## config.mk

```make
export PLATFORM = sky130hd
export DESIGN_NAME = fid_decoder
export DESIGN_NICKNAME = d
export VERILOG_FILES = /design/src/rtl/fid_pkg.sv /design/src/rtl/fid_decoder.sv
export SDC_FILE = /design/constraint.sdc
export NUM_CORES = 1
export LEC_CHECK = 0
export BUFFER_PORTS_ARGS = -buffer_cell sky130_fd_sc_hd__buf_2
export CORE_UTILIZATION = 49
export CTS_CLUSTER_DIAMETER = 150
export CTS_CLUSTER_SIZE = 14
export DETAILED_ROUTE_END_ITERATION = 16
export GPL_ROUTABILITY_DRIVEN = 0
export HOLD_SLACK_MARGIN = 0.03
export MAX_ROUTING_LAYER = met4
export PLACE_DENSITY = 0.87
export RECOVER_POWER = 100
export SYNTH_ARGS = -nofsm -noshare
export SYNTH_HDL_FRONTEND = slang
export SYNTH_SLANG_ARGS = --single-unit
```

## constraint.sdc

```tcl
create_clock -name clk -period 2.1 [get_ports clk]
set_input_delay 0.42 -clock clk [delete_from_list [all_inputs] [get_ports clk]]
set_output_delay 0.42 -clock clk [all_outputs]
set_load 0.005 [all_outputs]
```

## src/rtl/fid_pkg.sv

```systemverilog
// constants, field layouts and types for the fixed-length instruction field decoder
// assumes the fetch stage tells the format, operand role, operand size and immediate kind
package fid_pkg;
    localparam int unsigned FID_IW = 16;
    // field positions within the instruction word
    localparam int unsigned FID_N_HI = 11;
    localparam int unsigned FID_N_LO = 8;
    localparam int unsigned FID_M_HI = 7;
    localparam int unsigned FID_M_LO = 4;
    localparam int unsigned FID_D4_HI = 3;
    localparam int unsigned FID_D8_HI = 7;
    localparam int unsigned FID_D12_HI = 11;
    // operand field masks per format, cleared out of the opcode
    localparam logic [15:0] FID_MASK_NONE = 16'h0000;
    localparam logic [15:0] FID_MASK_N = 16'h0f00;
    localparam logic [15:0] FID_MASK_NM = 16'h0ff0;
    localparam logic [15:0] FID_MASK_MD = 16'h00ff;
    localparam logic [15:0] FID_MASK_NMD = 16'h0fff;
    localparam logic [15:0] FID_MASK_D = 16'h00ff;
    localparam logic [15:0] FID_MASK_D12 = 16'h0fff;
    localparam logic [15:0] FID_MASK_ND8 = 16'h0fff;
    localparam logic [3:0] FID_REG_ZERO = 4'h0;
    localparam logic [31:0] FID_ZERO32 = 32'h0000_0000;
    // operand roles within each format
    localparam logic [2:0] FID_N_DIRECT = 3'h0;
    localparam logic [2:0] FID_N_CTRL_DIRECT = 3'h1;
    localparam logic [2:0] FID_N_CTRL_PREDEC = 3'h2;
    localparam logic [2:0] FID_M_CTRL_DIRECT = 3'h0;
    localparam logic [2:0] FID_M_CTRL_POSTINC = 3'h1;
    localparam logic [2:0] FID_M_JUMP = 3'h2;
    localparam logic [2:0] FID_M_BRANCH_REG = 3'h3;
    localparam logic [2:0] FID_NM_DIRECT = 3'h0;
    localparam logic [2:0] FID_NM_IND = 3'h1;
    localparam logic [2:0] FID_NM_MAC = 3'h2;
    localparam logic [2:0] FID_NM_POSTINC = 3'h3;
    localparam logic [2:0] FID_NM_PREDEC = 3'h4;
    localparam logic [2:0] FID_NM_INDEXED = 3'h5;
    localparam logic [2:0] FID_NMD_STORE = 3'h0;
    localparam logic [2:0] FID_NMD_LOAD = 3'h1;
    localparam logic [2:0] FID_D_GBR_LOAD = 3'h0;
    localparam logic [2:0] FID_D_GBR_STORE = 3'h1;
    localparam logic [2:0] FID_D_MOVE_EA = 3'h2;
    localparam logic [2:0] FID_D_COND_BRANCH = 3'h3;
    localparam logic [2:0] FID_I_GBR_INDEXED = 3'h0;
    localparam logic [2:0] FID_I_R0 = 3'h1;
    localparam logic [2:0] FID_I_TRAP = 3'h2;

    typedef enum logic [3:0] {
        FID_FMT_ZERO, FID_FMT_N, FID_FMT_M, FID_FMT_NM, FID_FMT_MD, FID_FMT_ND4,
        FID_FMT_NMD, FID_FMT_D, FID_FMT_D12, FID_FMT_ND8, FID_FMT_I, FID_FMT_NI
    } fid_fmt_e;

    typedef enum logic [3:0] {
        FID_AM_NONE, FID_AM_DIRECT, FID_AM_IND, FID_AM_POSTINC, FID_AM_PREDEC,
        FID_AM_IDX_IND, FID_AM_DISP_IND, FID_AM_GBR_DISP, FID_AM_IDX_GBR,
        FID_AM_PC_DISP, FID_AM_PC_REL, FID_AM_PC_REG, FID_AM_CTRL, FID_AM_ACCUM, FID_AM_IMM
    } fid_mode_e;

    typedef enum logic [1:0] {FID_SZ_BYTE, FID_SZ_WORD, FID_SZ_LONG} fid_size_e;
    typedef enum logic [1:0] {FID_EXT_SIGN, FID_EXT_ZERO, FID_EXT_TRAP} fid_ext_e;

    typedef struct packed {
        logic vld;
        logic illegal;
        logic [15:0] opcode;
        logic [3:0] src_reg;
        logic src_reg_vld;
        logic [3:0] dst_reg;
        logic dst_reg_vld;
        fid_mode_e src_mode;
        fid_mode_e dst_mode;
        logic [31:0] disp;
        logic disp_vld;
        logic [31:0] imm;
        logic imm_vld;
    } fid_state_s;

    localparam fid_state_s FID_STATE_RST = '{
        vld: 1'b0, illegal: 1'b0, opcode: 16'h0000, src_reg: 4'h0, src_reg_vld: 1'b0,
        dst_reg: 4'h0, dst_reg_vld: 1'b0, src_mode: FID_AM_NONE, dst_mode: FID_AM_NONE,
        disp: 32'h0000_0000, disp_vld: 1'b0, imm: 32'h0000_0000, imm_vld: 1'b0};
endpackage

```

## src/rtl/fid_decoder.sv

```systemverilog
// fixed-length instruction field decoder: splits one 16-bit word into operand fields
// assumes fetch supplies the format, operand role, operand size and immediate kind with the word
// Notes on behaviour
// - every instruction is one 16-bit word, bits 15..0, and the format supplied by fetch picks the operand fields.
// - single-destination format: bits 11..8 are the destination, direct or pre-decrement for a control store.
// - single-source format: bits 11..8 are the source, direct, post-increment, jump target or branch offset.
// - two-register format: bits 11..8 destination, 7..4 source, in direct, indirect, inc, dec or indexed modes.
// - multiply-accumulate takes bits 7..4 as a post-increment source, gives bits 11..8 the accumulator mode, and writes the accumulator pair.
// - source with 4-bit displacement: base in bits 7..4, displacement in 3..0, register zero is destination.
// - destination with 4-bit displacement: base in bits 7..4, displacement in 3..0, register zero is source.
// - three-field format: bits 11..8 and 7..4 are registers, 3..0 displacement, either side displaced.
// - 8-bit displacement format: global-base memory with register zero, address move, or conditional branch.
// - 12-bit displacement format: bits 11..0 are a pc-relative displacement for an unconditional branch.
// - register with 8-bit displacement: bits 11..8 destination, bits 7..0 pc-relative load displacement.
// - 8-bit immediate format: bits 7..0 immediate into indexed global-base memory, register zero or trap.
// - register with immediate: bits 11..8 direct destination, bits 7..0 immediate source.
// - 8-bit immediates sign-extend for move, add, compare, zero-extend for logic, and times four for trap.
// - displacements scale by one, two or four for byte, word or longword operands.
`timescale 1ns/10ps
module fid_decoder
    import fid_pkg::*;
(
    // clock and reset
    input logic clk,
    input logic rstn,
    // from fetch
    input logic instr_valid,
    input logic [15:0] instr_word,
    input fid_fmt_e instr_format,
    input logic [2:0] operand_role,
    input fid_size_e operand_size,
    input fid_ext_e imm_kind,
    // to execution datapath
    output logic dec_valid,
    output logic dec_illegal,
    output logic [15:0] opcode,
    output logic [3:0] src_reg,
    output logic src_reg_vld,
    output logic [3:0] dst_reg,
    output logic dst_reg_vld,
    output fid_mode_e src_mode,
    output fid_mode_e dst_mode,
    output logic [31:0] disp,
    output logic disp_vld,
    output logic [31:0] imm,
    output logic imm_vld
);

    fid_state_s st_r, st_nxt;

    function automatic logic [31:0] fid_scale(input logic [31:0] d, input fid_size_e sz);
        return (sz == FID_SZ_LONG) ? {d[29:0], 2'b00} : (sz == FID_SZ_WORD) ? {d[30:0], 1'b0} : d;
    endfunction

    function automatic logic [31:0] fid_ext_imm(input logic [7:0] i, input fid_ext_e k);
        return (k == FID_EXT_SIGN) ? {{24{i[7]}}, i} : (k == FID_EXT_TRAP) ? {22'h0, i, 2'b00} : {24'h0, i};
    endfunction

    logic [3:0] f_n, f_m;
    logic [31:0] d4_u, d8_u, d8_s, d12_s;
    logic [15:0] mask;

    always_comb begin
        f_n = instr_word[FID_N_HI:FID_N_LO];
        f_m = instr_word[FID_M_HI:FID_M_LO];
        d4_u = {28'h000_0000, instr_word[FID_D4_HI:0]};
        d8_u = {24'h00_0000, instr_word[FID_D8_HI:0]};
        d8_s = {{24{instr_word[FID_D8_HI]}}, instr_word[FID_D8_HI:0]};
        // branch offsets reach backwards, so they are signed
        d12_s = {{20{instr_word[FID_D12_HI]}}, instr_word[FID_D12_HI:0]};
        mask = FID_MASK_NONE;
        st_nxt = FID_STATE_RST;
        st_nxt.vld = instr_valid;
        if (instr_valid) begin
            unique case (instr_format)
                FID_FMT_ZERO: begin
                    mask = FID_MASK_NONE;
                end
                FID_FMT_N: begin
                    mask = FID_MASK_N;
                    st_nxt.dst_reg = f_n;
                    st_nxt.dst_reg_vld = 1'b1;
                    if (operand_role == FID_N_DIRECT) begin
                        st_nxt.dst_mode = FID_AM_DIRECT;
                    end else if (operand_role == FID_N_CTRL_DIRECT) begin
                        st_nxt.src_mode = FID_AM_CTRL;
                        st_nxt.dst_mode = FID_AM_DIRECT;
                    end else if (operand_role == FID_N_CTRL_PREDEC) begin
                        st_nxt.src_mode = FID_AM_CTRL;
                        st_nxt.dst_mode = FID_AM_PREDEC;
                    end else begin
                        st_nxt.illegal = 1'b1;
                    end
                end
                FID_FMT_M: begin
                    mask = FID_MASK_N;
                    st_nxt.src_reg = f_n;
                    st_nxt.src_reg_vld = 1'b1;
                    if (operand_role == FID_M_CTRL_DIRECT) begin
                        st_nxt.src_mode = FID_AM_DIRECT;
                        st_nxt.dst_mode = FID_AM_CTRL;
                    end else if (operand_role == FID_M_CTRL_POSTINC) begin
                        st_nxt.src_mode = FID_AM_POSTINC;
                        st_nxt.dst_mode = FID_AM_CTRL;
                    end else if (operand_role == FID_M_JUMP) begin
                        st_nxt.src_mode = FID_AM_IND;
                    end else if (operand_role == FID_M_BRANCH_REG) begin
                        st_nxt.src_mode = FID_AM_PC_REG;
                    end else begin
                        st_nxt.illegal = 1'b1;
                    end
                end
                FID_FMT_NM: begin
                    mask = FID_MASK_NM;
                    st_nxt.dst_reg = f_n;
                    st_nxt.src_reg = f_m;
                    st_nxt.dst_reg_vld = 1'b1;
                    st_nxt.src_reg_vld = 1'b1;
                    st_nxt.src_mode = FID_AM_DIRECT;
                    st_nxt.dst_mode = FID_AM_DIRECT;
                    if (operand_role == FID_NM_IND) begin
                        st_nxt.src_mode = FID_AM_IND;
                        st_nxt.dst_mode = FID_AM_IND;
                    end else if (operand_role == FID_NM_MAC) begin
                        // the n field stays the destination register, marked with the accumulator mode
                        st_nxt.src_mode = FID_AM_POSTINC;
                        st_nxt.dst_mode = FID_AM_ACCUM;
                    end else if (operand_role == FID_NM_POSTINC) begin
                        st_nxt.src_mode = FID_AM_POSTINC;
                    end else if (operand_role == FID_NM_PREDEC) begin
                        st_nxt.dst_mode = FID_AM_PREDEC;
                    end else if (operand_role == FID_NM_INDEXED) begin
                        st_nxt.dst_mode = FID_AM_IDX_IND;
                    end else if (operand_role != FID_NM_DIRECT) begin
                        st_nxt.illegal = 1'b1;
                    end
                end
                FID_FMT_MD: begin
                    mask = FID_MASK_MD;
                    st_nxt.src_reg = f_m;
                    st_nxt.src_reg_vld = 1'b1;
                    st_nxt.src_mode = FID_AM_DISP_IND;
                    st_nxt.dst_reg = FID_REG_ZERO;
                    st_nxt.dst_reg_vld = 1'b1;
                    st_nxt.dst_mode = FID_AM_DIRECT;
                    st_nxt.disp = fid_scale(d4_u, operand_size);
                    st_nxt.disp_vld = 1'b1;
                end
                FID_FMT_ND4: begin
                    mask = FID_MASK_MD;
                    st_nxt.dst_reg = f_m;
                    st_nxt.dst_reg_vld = 1'b1;
                    st_nxt.dst_mode = FID_AM_DISP_IND;
                    st_nxt.src_reg = FID_REG_ZERO;
                    st_nxt.src_reg_vld = 1'b1;
                    st_nxt.src_mode = FID_AM_DIRECT;
                    st_nxt.disp = fid_scale(d4_u, operand_size);
                    st_nxt.disp_vld = 1'b1;
                end
                FID_FMT_NMD: begin
                    mask = FID_MASK_NMD;
                    st_nxt.dst_reg = f_n;
                    st_nxt.src_reg = f_m;
                    st_nxt.dst_reg_vld = 1'b1;
                    st_nxt.src_reg_vld = 1'b1;
                    st_nxt.disp = fid_scale(d4_u, operand_size);
                    st_nxt.disp_vld = 1'b1;
                    if (operand_role == FID_NMD_STORE) begin
                        st_nxt.src_mode = FID_AM_DIRECT;
                        st_nxt.dst_mode = FID_AM_DISP_IND;
                    end else if (operand_role == FID_NMD_LOAD) begin
                        st_nxt.src_mode = FID_AM_DISP_IND;
                        st_nxt.dst_mode = FID_AM_DIRECT;
                    end else begin
                        st_nxt.illegal = 1'b1;
                    end
                end
                FID_FMT_D: begin
                    mask = FID_MASK_D;
                    st_nxt.disp = fid_scale(d8_u, operand_size);
                    st_nxt.disp_vld = 1'b1;
                    if (operand_role == FID_D_GBR_LOAD) begin
                        st_nxt.src_mode = FID_AM_GBR_DISP;
                        st_nxt.dst_reg_vld = 1'b1;
                        st_nxt.dst_mode = FID_AM_DIRECT;
                    end else if (operand_role == FID_D_GBR_STORE) begin
                        st_nxt.src_reg_vld = 1'b1;
                        st_nxt.src_mode = FID_AM_DIRECT;
                        st_nxt.dst_mode = FID_AM_GBR_DISP;
                    end else if (operand_role == FID_D_MOVE_EA) begin
                        st_nxt.src_mode = FID_AM_PC_DISP;
                        st_nxt.dst_reg_vld = 1'b1;
                        st_nxt.dst_mode = FID_AM_DIRECT;
                    end else if (operand_role == FID_D_COND_BRANCH) begin
                        st_nxt.src_mode = FID_AM_PC_REL;
                        st_nxt.disp = fid_scale(d8_s, operand_size);
                    end else begin
                        st_nxt.illegal = 1'b1;
                    end
                end
                FID_FMT_D12: begin
                    mask = FID_MASK_D12;
                    st_nxt.src_mode = FID_AM_PC_REL;
                    st_nxt.disp = fid_scale(d12_s, operand_size);
                    st_nxt.disp_vld = 1'b1;
                end
                FID_FMT_ND8: begin
                    mask = FID_MASK_ND8;
                    st_nxt.dst_reg = f_n;
                    st_nxt.dst_reg_vld = 1'b1;
                    st_nxt.dst_mode = FID_AM_DIRECT;
                    st_nxt.src_mode = FID_AM_PC_DISP;
                    st_nxt.disp = fid_scale(d8_u, operand_size);
                    st_nxt.disp_vld = 1'b1;
                end
                FID_FMT_I: begin
                    mask = FID_MASK_D;
                    st_nxt.src_mode = FID_AM_IMM;
                    st_nxt.imm = fid_ext_imm(instr_word[FID_D8_HI:0], imm_kind);
                    st_nxt.imm_vld = 1'b1;
                    if (operand_role == FID_I_GBR_INDEXED) begin
                        st_nxt.dst_mode = FID_AM_IDX_GBR;
                    end else if (operand_role == FID_I_R0) begin
                        st_nxt.dst_reg_vld = 1'b1;
                        st_nxt.dst_mode = FID_AM_DIRECT;
                    end else if (operand_role != FID_I_TRAP) begin
                        st_nxt.illegal = 1'b1;
                    end
                end
                FID_FMT_NI: begin
                    mask = FID_MASK_ND8;
                    st_nxt.dst_reg = f_n;
                    st_nxt.dst_reg_vld = 1'b1;
                    st_nxt.dst_mode = FID_AM_DIRECT;
                    st_nxt.src_mode = FID_AM_IMM;
                    st_nxt.imm = fid_ext_imm(instr_word[FID_D8_HI:0], imm_kind);
                    st_nxt.imm_vld = 1'b1;
                end
                default: begin
                    st_nxt.illegal = 1'b1;
                end
            endcase
            // an illegal role leaves no fields for execution to act on
            if (st_nxt.illegal) begin
                st_nxt = FID_STATE_RST;
                st_nxt.vld = 1'b1;
                st_nxt.illegal = 1'b1;
                mask = FID_MASK_NONE;
            end
            st_nxt.opcode = instr_word & ~mask;
        end
    end

    always_ff @(posedge clk) begin
        if (!rstn) begin
            st_r <= FID_STATE_RST;
        end else begin
            st_r <= st_nxt;
        end
    end

    assign {dec_valid, dec_illegal, opcode, src_reg, src_reg_vld, dst_reg, dst_reg_vld} = {st_r.vld, st_r.illegal,
        st_r.opcode, st_r.src_reg, st_r.src_reg_vld, st_r.dst_reg, st_r.dst_reg_vld};
    assign src_mode = st_r.src_mode;
    assign dst_mode = st_r.dst_mode;
    assign {disp, disp_vld, imm, imm_vld} = {st_r.disp, st_r.disp_vld, st_r.imm, st_r.imm_vld};
endmodule

```

==> out/qor.csv, run 1 <==
metric,value,unit
slew_viol_final,0,
min_period,1764,ps
ant_nets,0,
ios,132,
ys_seq_elements,63,
whs_endpoint,imm[30],
top_layer,met4,
coreArea,0.006386,mm²
synth-main-ff-cell,dfxtp_1,
clk_pin_slew,80,ps
fin_ws,336.3,ps
crit_fanout,18,
pre_cts_ws,167.5,ps
cts_resized,0,
numCtsBuffers,9,
post_cts_buffers,0,
first_global_vias,2691,
rsz0062_at_grt,no,
avgViaCountPerCell,5.691,
crit_type,in2reg,
arrival,2020,ps
drt_wl_total,8.157,mm
yosysWarnings,0,
synth_edf_count,0,
min_from,imm_kind[1],
finalNonFillerCells,538,
ys_types,63,
tritoncts,done,
post-route-drc-count,0,
grt_use_total,0.2412,
wl_met2,3.883,mm
max_freq,0.5670,GHz
cellPowerDensity,722.2,mW/mm²
startpoint_type,primary input,
dp_cells,522,
synth_top_area_frac,0.3868,
antenna_found_initial,0,
largest_reg_flops,16,
yosysTopAreaCell,dfxtp_1,
finalSetupViolations,0,
drive_gt1_frac,0.2928,
min_path_type,in2reg,
grt_pass1_wl,13.03,mm
fin_area,0.003769,mm²
netlist_top_cells_area,"dfxtp_1 39%, buf_4 9.0%, a21oi_1 4.5%, nand2_1 3.6%, nor2_1 3.2%",
clkPwrFrac,0.420,
root_buffer,clkbuf_8,
avgSynthCellArea,8.672,µm²
diodes,0,
postSynthCellCount,376,
die_h,83.58,µm
fin_setup_tns,0,ps
cts.sinks,63,
whs,283.0,ps
initial_utilization,0.5106,
cap_violations,0,
synth.net_count,406,
hpwl,5.730,mm
wire_per_inst,15.16,µm
dieWidth,83.58,µm
wl_met3,750,µm
met1_length,3.371,mm
tightestPinTransition,696.9,ps
syn2layout_area_growth,15.58,%
status,finished clean,
hold_depth,2,
vias,3062,
clk_path_buf_depth,2,
dieArea,0.006985,mm²
layout_commonest_cell,buf_2,
hold_violations,0,
end_kind,flop,
fin_crit_sh,0.8398,
switching_power,725.7,µW
port_buffers,131,
final_cell_mix,"99 x buf_2, 63 x dfxtp_1, 32 x clkbuf_1",
grt_start_max_net_pins,30,
dpl-instance-area,0.003620,mm²
p_leak,1.712,nW
syn_area,0.003261,mm²
max-vdd-ir-drop,0.0005259,V
drt_iter0_markers,427,
num_rows,29,
ys_seq_area_frac,0.3868,
htreeDepth,3,
nets,486,
internal_power,1.996,mW
max_slew_margin,0.5354,
p_sw_frac,0.2666,
p_seq_frac,0.451,
firstDrtPassIters,6,
pwr-share-comb,0.129,
grt-ovfl-total,0,
synth-async-reset-ratio,0,
crit_required,2360,ps
cts-hold-fix-buffers,0,
[power by group through the flow]
stage                     Sequential, mW  Combinational (mW)  Clock [mW]
after floorplan                     1.26               0.236           0
after global placement              1.25               0.337           0
after detailed placement            1.26               0.349           0
after CTS                           1.23               0.350        1.16
after global routing                1.23               0.383        1.22
final                               1.23               0.350        1.14
[critical path, stage by stage]
cell     delay (ps)
buf_2           200
a21o_1          250
a32oi_4         330
nand4_1         460
nor4b_1         360
[final cells by class]
class                      count  area [µm²]
sequential                    63        1261
fill                         582        2618
clock inverter                 4       51.30
tap                           77       96.34
timing repair buffer         138       664.4
inverter                       7       26.28
clock buffer                  12       165.2
multi-input combinational    237        1504
[kinds of logic after synthesis]
logic type / count (synthesis) / share of synthesized area
compound gates: 90 / 0.1976
xor+xnor: 1 / 0.002687
buf+inv: 76 / 0.1447
flops: 63 / 0.3868
mux: 9 / 0.02840
simple gates: 137 / 0.2398
[stage by stage]
step	total power [mW]	utilization
6_report	2.722	0.5901
5_1_grt	2.830	0.5901
4_1_cts	2.743	0.6007
3_5_place_dp	1.604	0.5668
3_3_place_gp	1.591	0.5668
2_1_floorplan	1.494	-
[synthesized netlist by cell type, types with 4 or more instances]
master and instances:
buf_2 14, a21oi_1 29, nor2b_1 13, dfxtp_1 63, a31oi_1 5, nor3_1 9, o21ai_0 11, a211oi_1 7
a22oi_1 8, and3_1 13, buf_1 4, inv_1 6, clkbuf_1 9, nand3_1 5, buf_4 39, nand2b_1 11
nor2_1 28, nand2_1 31, mux2i_1 7
[worst max path at each step]
stage	depth (start not counted)	slack, ps	from	endpoint
5_1_grt	6	210	rstn	dst_mode[2]
6_report	5	340	operand_role[0]	imm[30]
3_3_place_gp	5	210	operand_role[0]	imm[30]
3_5_place_dp	5	170	operand_role[0]	imm[30]
2_1_floorplan	5	460	instr_format[3]	disp[7]
4_1_cts	1	430	imm[30]	imm[16]
[per-layer routing]
| metal | global-route usage | vias to the layer above |
|---|---|---|
| li1 | - | 1448 |
| met5 | - | - |
| met4 | 0.1109 | 0 |
| met2 | 0.3762 | 216 |
| met1 | 0.2955 | 1380 |
| met3 | 0.05737 | 18 |
No activity file was read; power rests on OpenSTA's default activity.
==> run 2, diff against run 1 <==
--- a/config.mk
+++ b/config.mk
@@ -5,15 +5,16 @@
 export SDC_FILE = /design/constraint.sdc
 export NUM_CORES = 1
 export LEC_CHECK = 0
+export ABC_AREA = 1
 export BUFFER_PORTS_ARGS = -buffer_cell sky130_fd_sc_hd__buf_2
-export CORE_UTILIZATION = 49
+export CORE_UTILIZATION = 48
 export CTS_CLUSTER_DIAMETER = 150
 export CTS_CLUSTER_SIZE = 14
 export DETAILED_ROUTE_END_ITERATION = 16
 export GPL_ROUTABILITY_DRIVEN = 0
 export HOLD_SLACK_MARGIN = 0.03
 export MAX_ROUTING_LAYER = met4
-export PLACE_DENSITY = 0.87
+export PLACE_DENSITY = 0.86
 export RECOVER_POWER = 100
 export SYNTH_ARGS = -nofsm -noshare
 export SYNTH_HDL_FRONTEND = slang
==> constraint.sdc (replaced) <==
create_clock -name clk -period 1.8 [get_ports clk]
set_input_delay 0.36 -clock clk [delete_from_list [all_inputs] [get_ports clk]]
set_output_delay 0.36 -clock clk [all_outputs]
set_load 0.005 [all_outputs]
==> run 2 against run 1 <==
  * Wire length shrank 3.6%
  * Sequential cell count unchanged
  * Cell area grew 0.43%
  * Largest cell class is now sequential cells
  * Clock-buffer cell count unchanged
  * Via count increased by 2.5%
  * Synthesized cell count up 16%
  * Hold slack lost 61 ps
  * Highest routed layer unchanged
  * Non-clock buffer count up 5
  * Global-route usage is 0.41 points higher
  * Critical endpoint is now disp[4]
==> out/qor.csv, run 2 <==
metric,value,unit,change
layout_commonest_cell,buf_2,,unchanged
cts-hold-fix-buffers,0,,unchanged
wl_met2,3.880,mm,was 3.883 mm
post-route-drc-count,0,,unchanged
cap_violations,0,,unchanged
grt-ovfl-total,0,,unchanged
nets,574,,was 486
synth_top_area_frac,0.4018,,was 0.3868
wl_met3,655,µm,was 750 µm
crit_required,2070,ps,was 2360 ps
synth.net_count,466,,was 406
hpwl,6.116,mm,was 5.730 mm
dpl-instance-area,0.003638,mm²,was 0.003620 mm²
finalNonFillerCells,625,,was 538
p_leak,2.133,nW,was 1.712 nW
fin_area,0.003785,mm²,was 0.003769 mm²
initial_utilization,0.4972,,was 0.5106
hold_violations,0,,unchanged
syn_area,0.003139,mm²,was 0.003261 mm²
antenna_found_initial,0,,unchanged
end_kind,flop,,unchanged
pwr-share-comb,0.125,,was 0.129
slew_viol_final,0,,unchanged
dieArea,0.006867,mm²,was 0.006985 mm²
path_cells,clkbuf_1 -> nor2_4 -> nand2_2 -> nand2_1 -> a21oi_4 -> nand3_4 -> buf_12 -> nor2_1,,was buf_2 -> a21o_1 -> a32oi_4 -> nand4_1 -> nor4b_1
cts.sinks,63,,unchanged
avgViaCountPerCell,5.022,,was 5.691
firstDrtPassIters,5,,was 6
cellPowerDensity,834.8,mW/mm²,was 722.2 mW/mm²
min_path_type,in2reg,,unchanged
whs_endpoint,opcode[14],,was imm[30]
fin_setup_tns,0,ps,unchanged
grt_pass1_wl,13.02,mm,was 13.03 mm
path_delay_family,buffers and inverters,,was simple AND/OR/NAND/NOR gates
final_util,0.5995,,was 0.5901
finalSetupViolations,0,,unchanged
p_sw_frac,0.2497,,was 0.2666
crit_type,in2reg,,unchanged
hold_depth,3,,was 2
wire_per_inst,12.59,µm,was 15.16 µm
status,finished clean,,unchanged
critical_path.slowest_cell,clkbuf_1,,was nand4_1
postSynthCellCount,436,,was 376
num_rows,29,,unchanged
root_buffer,clkbuf_8,,unchanged
dp_cells,610,,was 522
synth.most_common_cell,nand2_1,,was dfxtp_1
max_freq,0.6423,GHz,
met1_length,3.098,mm,was 3.371 mm
netlist_top_cells_area,"dfxtp_1 40%, nand2_1 11%, buf_4 9.8%, nor2_1 8.5%, inv_1 7.4%",,"was dfxtp_1 39%, buf_4 9.0%, a21oi_1 4.5%, nand2_1 3.6%, nor2_1 3.2%"
min_from,instr_word[14],,was imm_kind[1]
clk_path_buf_depth,2,,unchanged
max_slew_margin,0.4770,,was 0.5354
die_h,82.87,µm,was 83.58 µm
p_seq_frac,0.454,,was 0.451
diodes,0,,unchanged
ys_seq_elements,63,,unchanged
ys_types,30,,was 63
htreeDepth,3,,unchanged
vias,3139,,was 3062
tritoncts,done,,unchanged
port_buffers,131,,unchanged
ys_seq_area_frac,0.4018,,was 0.3868
yosysWarnings,0,,unchanged
avgSynthCellArea,7.200,µm²,was 8.672 µm²
max_stage_delay,430,ps,was 460 ps
numCtsBuffers,9,,unchanged
crit_fanout,24,,was 18
cp_num_buf_inv,2,,was 1
grt_use_total,0.2453,,was 0.2412
drt_iter0_markers,191,,was 427
max-vdd-ir-drop,0.0008306,V,was 0.0005259 V
syn2layout_area_growth,20.57,%,was 15.58%
rsz0062_at_grt,no,,unchanged
clk_pin_slew,60,ps,was 80 ps
synth_edf_count,0,,unchanged
yosys-top-cells-count,"90 x nand2_1, 71 x nor2_1, 63 x dfxtp_1, 62 x inv_1, 41 x buf_4",,"was 63 x dfxtp_1, 39 x buf_4, 31 x nand2_1, 29 x a21oi_1, 28 x nor2_1"
internal_power,2.371,mW,was 1.996 mW
switching_power,789.1,µW,was 725.7 µW
coreArea,0.006314,mm²,was 0.006386 mm²
ios,132,,unchanged
cts_resized,0,,unchanged
dieWidth,82.87,µm,was 83.58 µm
ant_nets,0,,unchanged
drt_wl_total,7.866,mm,was 8.157 mm
startpoint_type,primary input,,unchanged
post_cts_buffers,0,,unchanged
first_global_vias,2911,,was 2691
fin_crit_sh,0.8650,,
top_layer,met4,,unchanged
synth-main-ff-cell,dfxtp_1,,unchanged
grt_start_max_net_pins,25,,was 30
largest_reg_flops,16,,unchanged
final_cell_mix,"101 x buf_2, 91 x nand2_1, 74 x nor2_1",,"was 99 x buf_2, 63 x dfxtp_1, 32 x clkbuf_1"
synth-async-reset-ratio,0,,unchanged
drive_gt1_frac,0.2609,,was 0.2928
arrival,1830,ps,was 2020 ps
yosysTopAreaCell,dfxtp_1,,unchanged
min_period,1557,ps,
tightestPinTransition,784.6,ps,was 696.9 ps
clkPwrFrac,0.421,,was 0.420
run 2: final cells by class:
type	instances	area, µm²
clock buffer	12	145.1
clock inverter	3	67.56
fill	625	2529
inverter	63	236.5
multi-input combinational	264	1261
sequential	63	1261
tap	77	96.34
timing repair buffer	143	716.9
run 2: cells by family (layout without fill, tap and decap cells):
family                 after synthesis  count (layout)  share of synthesized area
AND/OR/NAND/NOR                    210             210                     0.3073
buffers and inverters              109             221                     0.1885
flip-flops                          63              63                     0.4018
AO/OA/AOI/OAI                       54              54                     0.1024
run 2: worst min-delay path: cells and delay by family:
family | cells | cell delay, ps
buf+inv | 2 | 130
simple gates | 1 | 30
run 2: worst max-delay path by stage:
stage,from,end,slack [ps],cells past startpoint
after global placement,instr_format[1],src_reg[3],200,7
final,instr_format[1],disp[4],240,8
after floorplan,instr_format[2],disp[7],410,10
after CTS,imm[30],imm[25],280,1
after global routing,instr_format[1],disp[11],110,8
after detailed placement,instr_format[2],dst_mode[2],140,10
run 2: through the flow:
stage | worst slack [ps] | power (mW) | hold slack (ps)
global route | 112.0 | 3.290 | 224.0
detailed placement | 140.3 | 1.863 | 582.8
floorplan | 406.4 | 1.715 | 472.2
CTS | 276.3 | 3.180 | 219.4
global placement | 197.9 | 1.854 | 573.8
finish | 243.0 | 3.160 | 221.7
run 2: power by group through the flow:
stage / registers (mW) / logic (mW) / clock network [mW]
floorplan: 1.47 / 0.246 / 0
global placement: 1.46 / 0.391 / 0
detailed placement: 1.46 / 0.399 / 0
CTS: 1.43 / 0.401 / 1.35
global route: 1.43 / 0.445 / 1.41
finish: 1.43 / 0.396 / 1.33
run 2: layer usage:
| metal | vias to the layer above | track usage |
|---|---|---|
| met4 | 0 | 0.1348 |
| met1 | 1396 | 0.2743 |
| met5 | - | - |
| met2 | 187 | 0.4046 |
| li1 | 1529 | - |
| met3 | 27 | 0.05666 |
